==> src/core/dcr_pkg.sv <==
package dcr_pkg;
	// byte offsets in the converter window
	localparam logic [3:0] OFF_CTL_A    = 4'h0;
	localparam logic [3:0] OFF_CTL_B    = 4'h1;
	localparam logic [3:0] OFF_EVT      = 4'h2;
	localparam logic [3:0] OFF_IEN_CLR  = 4'h4;
	localparam logic [3:0] OFF_IEN_SET  = 4'h5;
	localparam logic [3:0] OFF_FLAGS    = 4'h6;
	localparam logic [3:0] OFF_STATUS   = 4'h7;
	localparam logic [3:0] OFF_VALUE    = 4'h8;
	localparam logic [3:0] OFF_VALUE_HI = 4'h9;
	localparam logic [3:0] OFF_BUF      = 4'hC;
	localparam logic [3:0] OFF_BUF_HI   = 4'hD;
	// field positions
	localparam int CA_SOFT_RESET = 0;
	localparam int CA_ENABLE     = 1;
	localparam int CA_STBY       = 2;
	localparam int CB_EXT_OUT    = 0;
	localparam int CB_INT_OUT    = 1;
	localparam int CB_ALIGN      = 2;
	localparam int CB_PUMP       = 3;
	localparam int CB_REF_LSB    = 6;
	localparam int EV_START_IN   = 0;
	localparam int EV_EMPTY_OUT  = 1;
	localparam int IRQ_UNDER     = 0;
	localparam int IRQ_EMPTY     = 1;
	localparam int IRQ_SYNC      = 2;
	localparam int ST_BUSY       = 7;
	// reference select codes, 2'h3 is reserved
	localparam logic [1:0] REF_INT_1V = 2'h0;
	localparam logic [1:0] REF_SUPPLY = 2'h1;
	localparam logic [1:0] REF_EXT    = 2'h2;
	// cycles taken by a write to cross into the converter domain
	localparam int SYNC_CYCLES = 3;
	localparam int CODE_W      = 10;

	typedef enum logic [1:0] {
		OP_NONE   = 2'b00,
		OP_ENABLE = 2'b01,
		OP_RESET  = 2'b10,
		OP_VALUE  = 2'b11
	} dcr_op_e;

	typedef struct packed {
		logic              stby;
		logic              enable;
		logic              software_reset;
		logic              en_act;
		logic [1:0]        reference_select;
		logic              pump_disable;
		logic              left;
		logic              internal_output_enable;
		logic              external_output_enable;
		logic              empty_event_output;
		logic              start_event_input;
		logic [2:0]        inten;
		logic [2:0]        flag;
		logic              busy;
		dcr_op_e           op;
		logic [3:0]        cnt;
		logic [15:0]       pend;
		logic              pend_buf;
		logic [15:0]       data;
		logic [15:0]       buff;
		logic              full;
		logic [CODE_W-1:0] code;
		logic              ext_buf;
		logic              empty_ev;
		logic              irq;
		logic              ack;
		logic [15:0]       rdata;
	} dcr_st_s;

	// every field of the block clears to zero
	localparam dcr_st_s ST_RST = '0;
endpackage

==> src/core/dcr_bank.sv <==
`timescale 1ns/1ps
`default_nettype none
module dcr_bank
	import dcr_pkg::*;
#(
	parameter int SYNC_LEN = SYNC_CYCLES
) (
	input  wire logic        clk_i,
	input  wire logic        rstn_i,
	input  wire logic        req_i,
	input  wire logic        we_i,
	input  wire logic        size16_i,
	input  wire logic [3:0]  addr_i,
	input  wire logic [15:0] wdata_i,
	input  wire logic        prot_i,
	input  wire logic        standby_i,
	input  wire logic        start_ev_i,
	output logic             ack_o,
	output logic [15:0]      rdata_o,
	output logic             busy_o,
	output logic             irq_o,
	output logic             conv_en_o,
	output logic [9:0]       code_o,
	output logic [1:0]       ref_sel_o,
	output logic             pump_dis_o,
	output logic             int_out_o,
	output logic             ext_buf_o,
	output logic             empty_ev_o
);

	dcr_st_s     s_ff;
	dcr_st_s     nxt_s;
	logic        take;
	logic        wr;
	logic        need_sync;
	logic        wr_ca;
	logic        rst_wr;
	logic [7:0]  ca;
	logic [2:0]  set_fl;
	logic [2:0]  clr_fl;
	logic [3:0]  a_hi;
	logic [7:0]  cb_b;
	logic [7:0]  ev_b;
	logic [7:0]  ic_b;
	logic [7:0]  is_b;
	logic [7:0]  fl_b;

	// byte lane hit for one 8-bit location
	function automatic logic bhit(logic [3:0] a, logic sz, logic [3:0] off);
		return (a == off) || (sz && ((a + 4'h1) == off));
	endfunction

	// byte carried to one location by the write
	function automatic logic [7:0] bdat(logic [3:0] a, logic [15:0] w, logic [3:0] off);
		return (a == off) ? w[7:0] : w[15:8];
	endfunction

	// read view of one byte location
	function automatic logic [7:0] rd_byte(dcr_st_s s, logic [3:0] a);
		logic [7:0] b;
		b = 8'h00;
		case (a)
			OFF_CTL_A: begin
				b = {5'h00, s.stby, s.enable, s.software_reset};
			end
			OFF_CTL_B: begin
				b = {s.reference_select, 2'h0, s.pump_disable, s.left, s.internal_output_enable, s.external_output_enable};
			end
			OFF_EVT: begin
				b = {6'h00, s.empty_event_output, s.start_event_input};
			end
			OFF_IEN_CLR, OFF_IEN_SET: begin
				b = {5'h00, s.inten};
			end
			OFF_FLAGS: begin
				b = {5'h00, s.flag};
			end
			OFF_STATUS: begin
				b = {s.busy, 7'h00};
			end
			OFF_VALUE: begin
				b = s.data[7:0];
			end
			OFF_VALUE_HI: begin
				b = s.data[15:8];
			end
			OFF_BUF: begin
				b = s.buff[7:0];
			end
			OFF_BUF_HI: begin
				b = s.buff[15:8];
			end
			default: begin
				b = 8'h00;
			end
		endcase
		return b;
	endfunction

	// request decode; sync writes wait while a crossing is in flight
	always_comb begin
		a_hi = addr_i + 4'h1;
		ca = bdat(addr_i, wdata_i, OFF_CTL_A);
		// one byte per register, so fields can be picked without selecting a call
		cb_b = bdat(addr_i, wdata_i, OFF_CTL_B);
		ev_b = bdat(addr_i, wdata_i, OFF_EVT);
		ic_b = bdat(addr_i, wdata_i, OFF_IEN_CLR);
		is_b = bdat(addr_i, wdata_i, OFF_IEN_SET);
		fl_b = bdat(addr_i, wdata_i, OFF_FLAGS);
		wr_ca = we_i && !prot_i && bhit(addr_i, size16_i, OFF_CTL_A);
		need_sync = we_i && !prot_i && (
			(wr_ca && (ca[CA_SOFT_RESET] || (ca[CA_ENABLE] != s_ff.enable))) ||
			bhit(addr_i, size16_i, OFF_VALUE) || bhit(addr_i, size16_i, OFF_VALUE_HI) ||
			bhit(addr_i, size16_i, OFF_BUF) || bhit(addr_i, size16_i, OFF_BUF_HI));
		take = req_i && !(need_sync && s_ff.busy);
		wr = take && we_i && !prot_i;
		rst_wr = take && wr_ca && ca[CA_SOFT_RESET];
	end

	// next state of the whole block
	always_comb begin
		nxt_s = s_ff;
		nxt_s.ack = 1'b0;
		nxt_s.empty_ev = 1'b0;
		set_fl = 3'h0;
		clr_fl = 3'h0;
		// start event moves buffer into the value register
		if (start_ev_i && s_ff.start_event_input) begin
			if (s_ff.full) begin
				nxt_s.data = s_ff.buff;
				nxt_s.full = 1'b0;
				set_fl[IRQ_EMPTY] = 1'b1;
				nxt_s.empty_ev = s_ff.empty_event_output;
			end else begin
				set_fl[IRQ_UNDER] = 1'b1;
			end
		end
		// crossing countdown and its completion
		if (s_ff.busy) begin
			nxt_s.cnt = s_ff.cnt - 4'h1;
			if (s_ff.cnt <= 4'h1) begin
				nxt_s.busy = 1'b0;
				nxt_s.op = OP_NONE;
				case (s_ff.op)
					OP_ENABLE: begin
						nxt_s.en_act = s_ff.enable;
					end
					OP_VALUE: begin
						if (s_ff.pend_buf) begin
							nxt_s.buff = s_ff.pend;
							nxt_s.full = 1'b1;
							clr_fl[IRQ_EMPTY] = 1'b1;
						end else begin
							nxt_s.data = s_ff.pend;
						end
						set_fl[IRQ_SYNC] = 1'b1;
					end
					default: begin
						nxt_s.en_act = s_ff.en_act;
					end
				endcase
			end
		end
		// register writes, skipped whole when soft reset is requested
		if (wr && !rst_wr) begin
			if (wr_ca) begin
				nxt_s.stby = ca[CA_STBY];
				nxt_s.enable = ca[CA_ENABLE];
				if (ca[CA_ENABLE] != s_ff.enable) begin
					nxt_s.busy = 1'b1;
					nxt_s.op = OP_ENABLE;
					nxt_s.cnt = 4'(SYNC_LEN);
				end
			end
			if (bhit(addr_i, size16_i, OFF_CTL_B)) begin
				nxt_s.reference_select = cb_b[CB_REF_LSB +: 2];
				nxt_s.pump_disable = cb_b[CB_PUMP];
				nxt_s.left = cb_b[CB_ALIGN];
				nxt_s.internal_output_enable = cb_b[CB_INT_OUT];
				nxt_s.external_output_enable = cb_b[CB_EXT_OUT];
			end
			if (bhit(addr_i, size16_i, OFF_EVT)) begin
				nxt_s.empty_event_output = ev_b[EV_EMPTY_OUT];
				nxt_s.start_event_input = ev_b[EV_START_IN];
			end
			if (bhit(addr_i, size16_i, OFF_IEN_CLR)) begin
				nxt_s.inten = nxt_s.inten & ~ic_b[2:0];
			end
			if (bhit(addr_i, size16_i, OFF_IEN_SET)) begin
				nxt_s.inten = nxt_s.inten | is_b[2:0];
			end
			if (bhit(addr_i, size16_i, OFF_FLAGS)) begin
				clr_fl = clr_fl | fl_b[2:0];
			end
			// value and buffer writes cross before they land
			if (bhit(addr_i, size16_i, OFF_VALUE) || bhit(addr_i, size16_i, OFF_VALUE_HI) ||
				bhit(addr_i, size16_i, OFF_BUF) || bhit(addr_i, size16_i, OFF_BUF_HI)) begin
				nxt_s.pend_buf = bhit(addr_i, size16_i, OFF_BUF) ||
					bhit(addr_i, size16_i, OFF_BUF_HI);
				nxt_s.pend = nxt_s.pend_buf ? s_ff.buff : s_ff.data;
				if (bhit(addr_i, size16_i, OFF_VALUE) || bhit(addr_i, size16_i, OFF_BUF)) begin
					nxt_s.pend[7:0] = wdata_i[7:0];
				end
				if (bhit(addr_i, size16_i, OFF_VALUE_HI) ||
					bhit(addr_i, size16_i, OFF_BUF_HI)) begin
					nxt_s.pend[15:8] = (addr_i[0]) ? wdata_i[7:0] : wdata_i[15:8];
				end
				nxt_s.busy = 1'b1;
				nxt_s.op = OP_VALUE;
				nxt_s.cnt = 4'(SYNC_LEN);
			end
		end
		// hardware set wins over a software clear
		nxt_s.flag = (s_ff.flag & ~clr_fl) | set_fl;
		// soft reset: clear everything but the read data now, hold the bit until crossing ends
		if (rst_wr) begin
			nxt_s = ST_RST;
			nxt_s.software_reset = 1'b1;
			nxt_s.busy = 1'b1;
			nxt_s.op = OP_RESET;
			nxt_s.cnt = 4'(SYNC_LEN);
		end else if (s_ff.busy && (s_ff.cnt <= 4'h1) && (s_ff.op == OP_RESET)) begin
			nxt_s = ST_RST;
		end
		// converter-facing outputs
		nxt_s.code = nxt_s.left ? nxt_s.data[15:6] : nxt_s.data[9:0];
		nxt_s.ext_buf = nxt_s.external_output_enable && nxt_s.en_act && !(standby_i && !nxt_s.stby);
		nxt_s.irq = |(nxt_s.flag & nxt_s.inten);
		// bus answer
		nxt_s.ack = take;
		nxt_s.rdata = s_ff.rdata;
		if (take && !we_i) begin
			nxt_s.rdata = {size16_i ? rd_byte(s_ff, a_hi) : 8'h00, rd_byte(s_ff, addr_i)};
		end
	end

	// state register
	always_ff @(posedge clk_i or negedge rstn_i) begin
		if (!rstn_i) begin
			s_ff <= ST_RST;
		end else begin
			s_ff <= nxt_s;
		end
	end

	assign ack_o      = s_ff.ack;
	assign rdata_o    = s_ff.rdata;
	assign busy_o     = s_ff.busy;
	assign irq_o      = s_ff.irq;
	assign conv_en_o  = s_ff.en_act;
	assign code_o     = s_ff.code;
	assign ref_sel_o  = s_ff.reference_select;
	assign pump_dis_o = s_ff.pump_disable;
	assign int_out_o  = s_ff.internal_output_enable;
	assign ext_buf_o  = s_ff.ext_buf;
	assign empty_ev_o = s_ff.empty_ev;
endmodule
`default_nettype wire

==> config.mk <==
export PLATFORM = sky130hd
export DESIGN_NAME = dcr_bank
export DESIGN_NICKNAME = d
export VERILOG_FILES = /design/src/core/dcr_pkg.sv /design/src/core/dcr_bank.sv
export SDC_FILE = /design/constraint.sdc
export NUM_CORES = 1
export LEC_CHECK = 0
export ABC_AREA = 1
export ABC_CLOCK_PERIOD_IN_PS = 2100
export BUFFER_PORTS_ARGS = -buffer_cell sky130_fd_sc_hd__buf_2
export CAP_MARGIN = 20
export CORE_AREA = 2 2 111 113
export CTS_CLUSTER_SIZE = 30
export DETAILED_ROUTE_END_ITERATION = 8
export DIE_AREA = 0 0 113 115
export PLACE_DENSITY = 0.77
export SLEW_MARGIN = 20
export SYNTH_ARGS = -nofsm -noshare
export SYNTH_HDL_FRONTEND = slang
export SYNTH_SLANG_ARGS = --single-unit
==> constraint.sdc <==
create_clock -name clk_i -period 2.1 [get_ports clk_i]
set_clock_uncertainty 0.1 [all_clocks]
set_input_delay 0.21 -clock clk_i [delete_from_list [all_inputs] [get_ports clk_i]]
set_output_delay 0.21 -clock clk_i [all_outputs]
set_load 0.02 [all_outputs]
Yosys cells after proc, flatten, opt, wreduce, memory -nomap -nowiden:

Index checks and enable logic that the tools add are counted.

* word-level logic and storage cells: 192
* bits in registers: 105
* output and inout port bits: 36
* input port bits: 28

* multiplexer cells: 55
* reduce and logical (&&, ||, !) cells: 75
* bitwise operators: 8
* order comparisons: 1
* equality and inequality tests: 24
* add/subtract/negate cells: 2

Operator list (number)
* $mux 105: 2
* $pmux 8 s10: 2
* $mux 33: 3
* $mux 16: 4
* $mux 24: 2
* $mux 8: 5
* $eq 4x3->1 const B: 8
* $eq 4x4->1 const B: 8
* $mux 3: 10
* $logic_and 1x1->1: 28
* $reduce_bool 3->1: 9
* $logic_or 1x1->1: 21
* $mux 7: 3
* $mux 17: 1
* $mux 1: 15
* $mux 11: 1
* $mux 10: 1
* $mux 2: 5
* $and 3x3->3: 3
* $eq 4x1->1 const B: 2
* $eq 4x2->1 const B: 2
* $logic_not 4->1: 2
* $reduce_and 2->1: 4
* $logic_not 1->1: 6
* other kinds (14): 18

Longest topological paths before layout:

Gate-level depths: netlist (run 1).

* word-level depth: 28
* mapped depth: 17
* mapped depth without buffers: 16

Least setup slack after synthesis (run 1):

Ideal clock, no wire load.

* kind: flip-flop to flip-flop
* start: register s_ff[80] in the netlist's numbering
* end: register s_ff (netlist bit code_o[2])
* setup slack: 0.046 ns
* buffers on the path: 1
* stages on the path, launching flop included: 14
* clock period less this slack: 2.054 ns
* data arrival time: 1.837 ns
* cell sequence: dfrtp_1 inv_1 ha_1 o21ai_0 nor2_1 inv_1 nor2_1 nand2_1 clkbuf_1 o211ai_1 o211ai_1 inv_1 nand4_1 nand2_1

RTL lines
* start: declaration: RTL line dcr_bank.sv:31 `dcr_st_s s_ff;`
* start signal: assignment: RTL line dcr_bank.sv:242 `s_ff <= nxt_s;`

==> impl_metrics.env, run 1 <==
export IMPL_first_iter_violations=806
export IMPL_synth_seq_cells=105
export IMPL_synth_top_area_frac=0.422
export IMPL_required_ns=2.30
export IMPL_min_period_over_period=0.995
export IMPL_rsz0062_at_grt="yes"
export IMPL_hp_start="wdata_i[7]"
export IMPL_clk_latency_ns=0.36
export IMPL_cts_root_buf="clkbuf_16"
export IMPL_place_ws_ns=-0.152
export IMPL_worstMarginPinSlew_ns=0.474
export IMPL_grt_pass1_vias=5857
export IMPL_htreeDepth=3
export IMPL_globalplace_congestion=1.05
export IMPL_yosys_warnings=0
export IMPL_core_area_um2=11800
export IMPL_n_fill_cell=1018
export IMPL_yosys_top_cells_area="dfrtp_1 42%, nand2_1 11%, inv_1 7.4%, o21ai_0 6.9%, o22ai_1 5.7%"
export IMPL_cts_tree="built"
export IMPL_grt_usage=0.313
export IMPL_clock_sinks=105
export IMPL_finalSetupTns_ns=0
export IMPL_fin_ws_ns=0.0100
export IMPL_routed_via_density=5.79
export IMPL_layout_nets=971
export IMPL_synthArstFlopShare=1.00
export IMPL_port_buffers=63
export IMPL_wl_um=20100
export IMPL_path_cells="inv_1, ha_2, o21ai_2, nor2_2, inv_2, nor2_4, nand2_2, buf_12, o211ai_1, o211ai_1, inv_1, nand4_1, nand2_1"
export IMPL_cp_num_buf_inv=4
export IMPL_grt_first_pass_wirelength_um=31400
export IMPL_die_y_um=115
export IMPL_grt_antenna_before_repair=0
export IMPL_post_drt_wl_per_cell_um=18.4
export IMPL_hold_slack_ns=0.118
export IMPL_cp_startpoint="s_ff[80]$_DFF_PN0_"
export IMPL_cap_violations=0
export IMPL_die_area_um2=13000
export IMPL_r2r_start="s_ff[80]$_DFF_PN0_"
export IMPL_synthToLayoutAreaGrowth_pct=22.2
export IMPL_fin_cells=1093
export IMPL_period_needed_ns=2.09
export IMPL_dp_hpwl_um=14700
export IMPL_fmax_ghz=0.478
export IMPL_start_util=0.527
export IMPL_route_detailed_drc=9
export IMPL_path_max_fanout=31
export IMPL_ys_seq_area_frac=0.422
export IMPL_cts_buffer_depth=2
export IMPL_cp_arrival_ns=2.29
export IMPL_clkTransAtPathRegs_ns=0.08
export IMPL_crit_type="flop to flop"
export IMPL_drive_gt1_frac=0.240
export IMPL_ant_nets=0
export IMPL_violations="DRC"
export IMPL_route_vias_total=6328
export IMPL_hold_class="input pin to flop"
export IMPL_std_cell_rows=40
export IMPL_yosys_area_top_type="dfrtp_1"
export IMPL_yosysUniqueCellTypes=44
export IMPL_syn_nets=852
export IMPL_grt_remaining_overflow=0
export IMPL_max_stage_delay_ns=0.40
export IMPL_p_leak_nw=3.95
export IMPL_die_w_um=113
export IMPL_place_inst=1068
export IMPL_worst_setup_path_start_kind="flop"
export IMPL_powerDensity_nw_per_um2=1070
export IMPL_setup_violations=0
export IMPL_peakVddDrop_uv=582
export IMPL_synth_ff_type="dfrtp_1"
export IMPL_crit_family="simple AND/OR/NAND/NOR gates"
export IMPL_design_power_total_mw=8.13
export IMPL_timing_hold_violations_final=0
export IMPL_drt_pass1_iter_count=8
export IMPL_slowest_stage="dfrtp_1"
export IMPL_num_antenna_cells=0
export IMPL_syn_cell_area_um2=6220
export IMPL_relSlewSlack=0.683
export IMPL_syn_inst=822
export IMPL_cts_buffers=9
export IMPL_outcome="finished with violations"
export IMPL_synth_edff_count=0
export IMPL_end_kind="flop"
export IMPL_finalMaxSlewViolations=0
export IMPL_syn_avg_cell_area_um2=7.57
export IMPL_io_pins=64
export IMPL_grt_max_degree=53
## what timing repair did
action | CTS | global route
setup buffers | 1 | 5
hold buffers | 2 | 0
endpoints found under the setup margin | 43 | 57
gates cloned | 0 | 1
hold endpoints to repair | 33 | 0
resized for setup | 6 | 13
pin swaps | 1 | 7
## stage by stage
step	util	area, µm²
detailed placement	0.605	7140
floorplan	-	6220
CTS	0.637	7520
global placement	0.605	7140
finish	0.644	7610
global route	0.644	7610
## cell type report
class                      count  area, µm²  area share
clock buffer                   9        225      0.0296
clock inverter                 7        113      0.0148
inverter                     132        507      0.0666
multi-input combinational    523       2770       0.363
sequential                   105       2630       0.345
tap                          147        184      0.0242
timing repair buffer         169       1180       0.155
timing repair inverter         1       6.26    0.000822
## worst paths after layout
kind	slack (ns)	depth (start not counted)	end
min in group asynchronous	0.23	2	code_o[2]$_DFF_PN0_
hold reg to reg	0.37	2	rdata_o[5]$_DFFE_PN0P_
max in group asynchronous	1.05	3	int_out_o$_DFFE_PN0P_
setup reg to reg	0.01	13	code_o[0]$_DFF_PN0_
setup / recovery	0.01	13	code_o[0]$_DFF_PN0_
hold / removal	0.12	3	ref_sel_o[1]$_DFFE_PN0P_
## worst register-to-register path: stages, from the launching register on
cell and delay [ns]:
dfrtp_1 0.40, inv_1 0.08, ha_2 0.18, o21ai_2 0.06
nor2_2 0.15, inv_2 0.08, nor2_4 0.12, nand2_2 0.07
buf_12 0.16, o211ai_1 0.13, o211ai_1 0.14, inv_1 0.15
nand4_1 0.12, nand2_1 0.09
## cells in the final DEF, fill, tap and decap left out, drive strengths merged, types with 9 or more instances in the layout
master	Yosys	routed
nand3	36	36
buf	42	167
o21ai	95	95
nand4	15	15
nand2	184	184
inv	130	133
o22ai	57	57
o211ai	32	32
dfrtp	105	105
clkbuf	20	9
a21oi	26	26
nor2	42	42
## Yosys cell counts, types with 2 or more instances
| cell type | number |
|---|---|
| mux2i_1 | 4 |
| o21ai_0 | 86 |
| a211oi_1 | 4 |
| o21ai_1 | 8 |
| dfrtp_1 | 105 |
| o22ai_1 | 57 |
| nand2_1 | 175 |
| nor2_1 | 35 |
| nand3_1 | 33 |
| buf_2 | 10 |
| nand2_2 | 8 |
| ha_1 | 2 |
| buf_6 | 2 |
| nand4_1 | 14 |
| clkbuf_1 | 20 |
| inv_1 | 123 |
| buf_4 | 29 |
| nor3_1 | 7 |
| clkinv_1 | 2 |
| o2111ai_1 | 2 |
| nand3_2 | 2 |
| a21oi_2 | 2 |
| inv_2 | 6 |
| nor2_2 | 5 |
| a221oi_1 | 7 |
| o32ai_1 | 2 |
| o211ai_1 | 31 |
| a21oi_1 | 24 |
| nor2_4 | 2 |
## registers in the layout (all words and copies together), names as in the netlist, 2 cells and up
| signal | count |
|---|---|
| s_ff | 69 |
| rdata_o | 16 |
| code_o | 10 |
| ref_sel_o | 2 |
## power by group
| group | total, mW | internal [mW] | switching, mW | leakage, nW |
|---|---|---|---|---|
| logic | 3.01 | 1.12 | 1.90 | 2.42 |
| clock network | 1.92 | 1.07 | 0.848 | 0.161 |
| registers | 3.20 | 2.72 | 0.485 | 1.37 |
| total | 8.13 | 4.90 | 3.23 | 3.95 |
## routing by layer
layer | share of wire | global-route usage
met5 | 0 | 0
met4 | 0.033 | 0.125
met3 | 0.10 | 0.0622
met2 | 0.43 | 0.455
met1 | 0.43 | 0.460
## cells by family after synthesis
logic type,share of synthesized area
mux,0.00643
fa+ha+maj,0.00402
simple gates,0.203
compound gates,0.225
flops,0.422
buf+inv,0.139
Power figures use the tool's default switching activity.
==> run 2, diff against run 1 <==
Settings changed: PLACE_DENSITY 0.77 to 0.76.
==> run 2 against run 1 <==
Effect of this change:
- the run still ends with DRC left
- via count fell by 0.51%
- global-route usage barely moved
- sequential share of layout area fell by 0.30 points
- combinational power rose by 2%
- clock-buffer cell count did not move
- maximum frequency rose by 2.3%
- clock power fell by 8%
- non-clock buffer count rose by 6
- critical path type unchanged
- critical endpoint is now code_o[8]$_DFF_PN0_
==> impl_metrics.env, run 2 (synthesis gave the netlist of run 1 again) <==
export IMPL_clk_latency_ns=0.37
export IMPL_setup_violations=0
export IMPL_wl_um=20300
export IMPL_globalplace_congestion=1.03
export IMPL_port_buffers=63
export IMPL_grt_max_degree=42
export IMPL_finalMaxSlewViolations=0
export IMPL_violations="DRC"
export IMPL_cts_root_buf="clkbuf_16"
export IMPL_seqCellArea_um2=2630
export IMPL_peakVddDrop_uv=696
export IMPL_cts_tree="built"
export IMPL_p_leak_nw=3.99
export IMPL_relSlewSlack=0.630
export IMPL_timing_hold_violations_final=0
export IMPL_end_kind="flop"
export IMPL_powerDensity_nw_per_um2=1040
export IMPL_multi_input_area_um2=2780
export IMPL_fin_util=0.650
export IMPL_rsz0062_at_grt="yes"
export IMPL_final_common_cell="nand2_1"
export IMPL_ff2ff_setup_slack_ns=0.06
export IMPL_worstMarginPinSlew_ns=0.555
export IMPL_ant_nets=0
export IMPL_fmax_ghz=0.489
export IMPL_layout_nets=976
export IMPL_std_cell_rows=40
export IMPL_post_drt_wl_per_cell_um=18.4
export IMPL_num_antenna_cells=0
export IMPL_grt_first_pass_wirelength_um=31300
export IMPL_cts_buffer_depth=2
export IMPL_cts_buffers=9
export IMPL_layout_common_cells="174 x nand2_1, 120 x inv_1, 105 x dfrtp_1"
export IMPL_start_util=0.527
export IMPL_drt_pass1_iter_count=8
export IMPL_n_fill_cell=989
export IMPL_largest_reg_flops=69
export IMPL_routed_via_density=5.73
export IMPL_io_pins=64
export IMPL_path_max_fanout=7
export IMPL_die_area_um2=13000
export IMPL_grt_usage=0.313
export IMPL_worst_setup_path_start_kind="flop"
export IMPL_fin_cells=1098
export IMPL_cp_arrival_ns=2.20
export IMPL_cap_violations=0
export IMPL_route_detailed_drc=7
export IMPL_required_ns=2.25
export IMPL_synthToLayoutAreaGrowth_pct=23.3
export IMPL_route_vias_total=6296
export IMPL_crit_type="flop to flop"
export IMPL_hold_class="input pin to flop"
export IMPL_grt_antenna_before_repair=0
export IMPL_dp_hpwl_um=15000
export IMPL_regMostFlops="s_ff"
export IMPL_grt_pass1_vias=5822
export IMPL_clkTransAtPathRegs_ns=0.07
export IMPL_place_inst=1076
export IMPL_first_iter_violations=745
export IMPL_period_needed_ns=2.04
export IMPL_finalSetupTns_ns=0
export IMPL_die_y_um=115
export IMPL_htreeDepth=3
export IMPL_outcome="finished with violations"
export IMPL_drive_gt1_frac=0.247
export IMPL_clock_sinks=105
export IMPL_core_area_um2=11800
export IMPL_die_w_um=113
export IMPL_min_period_over_period=0.973
export IMPL_grt_remaining_overflow=0
run 2: report_power, final:
group	total, mW	internal [mW]	switching [mW]
Combinational	3.06	1.16	1.91
Clock	1.76	0.938	0.826
Sequential	3.19	2.72	0.474
run 2: worst paths after layout:
check / to / from / cells after the start
worst max-delay path: code_o[8]$_DFF_PN0_ / s_ff[81]$_DFF_PN0_ / 13
worst max register to register: code_o[8]$_DFF_PN0_ / s_ff[81]$_DFF_PN0_ / 13
worst min-delay path: ref_sel_o[1]$_DFFE_PN0P_ / wdata_i[7] / 3
min in group asynchronous: s_ff[82]$_DFF_PN0_ / rstn_i / 2
max in group asynchronous: s_ff[93]$_DFFE_PN0P_ / rstn_i / 3
worst min register to register: rdata_o[5]$_DFFE_PN0P_ / rdata_o[5]$_DFFE_PN0P_ / 2
run 2: per-stage QoR:
step / instance area (µm²) / hold WS (ns) / total power [mW] / setup slack, ns
final: 7670 / 0.104 / 8.02 / 0.0563
after detailed placement: 7210 / 0.129 / 6.06 / -0.227
after global placement: 7210 / 0.130 / 6.02 / -0.172
after global routing: 7670 / 0.122 / 8.48 / -0.0577
after CTS: 7550 / 0.100 / 7.85 / 0.0273
after floorplan: 6220 / -0.186 / 5.06 / 0.0458
run 2: area by class of cell:
type	count	area share
repair buffers	175	0.165
clock buffers	9	0.0293
inverters	132	0.0662
multi-input cells	523	0.363
well taps	147	0.0240
clock inverters	7	0.0104
flip-flops and latches	105	0.342
run 2: routing by layer:
metal  GRT usage  vias to the layer above  routed length (µm)
met5           0                        -                   0
met4       0.111                        0                 567
met3      0.0743                       50                2210
met2       0.470                      397                8800
met1       0.446                     2868                8680
li1            -                     2981                   -
run 2: worst max-delay path: stages, from the launching register on:
cell and delay (ns):
dfrtp_1 0.39, inv_2 0.08, ha_2 0.18, o21ai_2 0.07, nor2_2 0.13, inv_2 0.08, nor2_4 0.14, nand2_4 0.10
clkbuf_16 0.18, o211ai_1 0.10, o21ai_2 0.09, buf_4 0.15, nand4_1 0.09, nand2_1 0.06
run 2: what timing repair did:
| item | in CTS | in global routing |
|---|---|---|
| gates cloned | 0 | 2 |
| pin swaps | 0 | 13 |
| setup buffers | 0 | 2 |
| hold buffers | 2 | 0 |
| endpoints found under the hold margin | 38 | 0 |
| endpoints found under the setup margin | 48 | 67 |
| resized for setup | 7 | 23 |
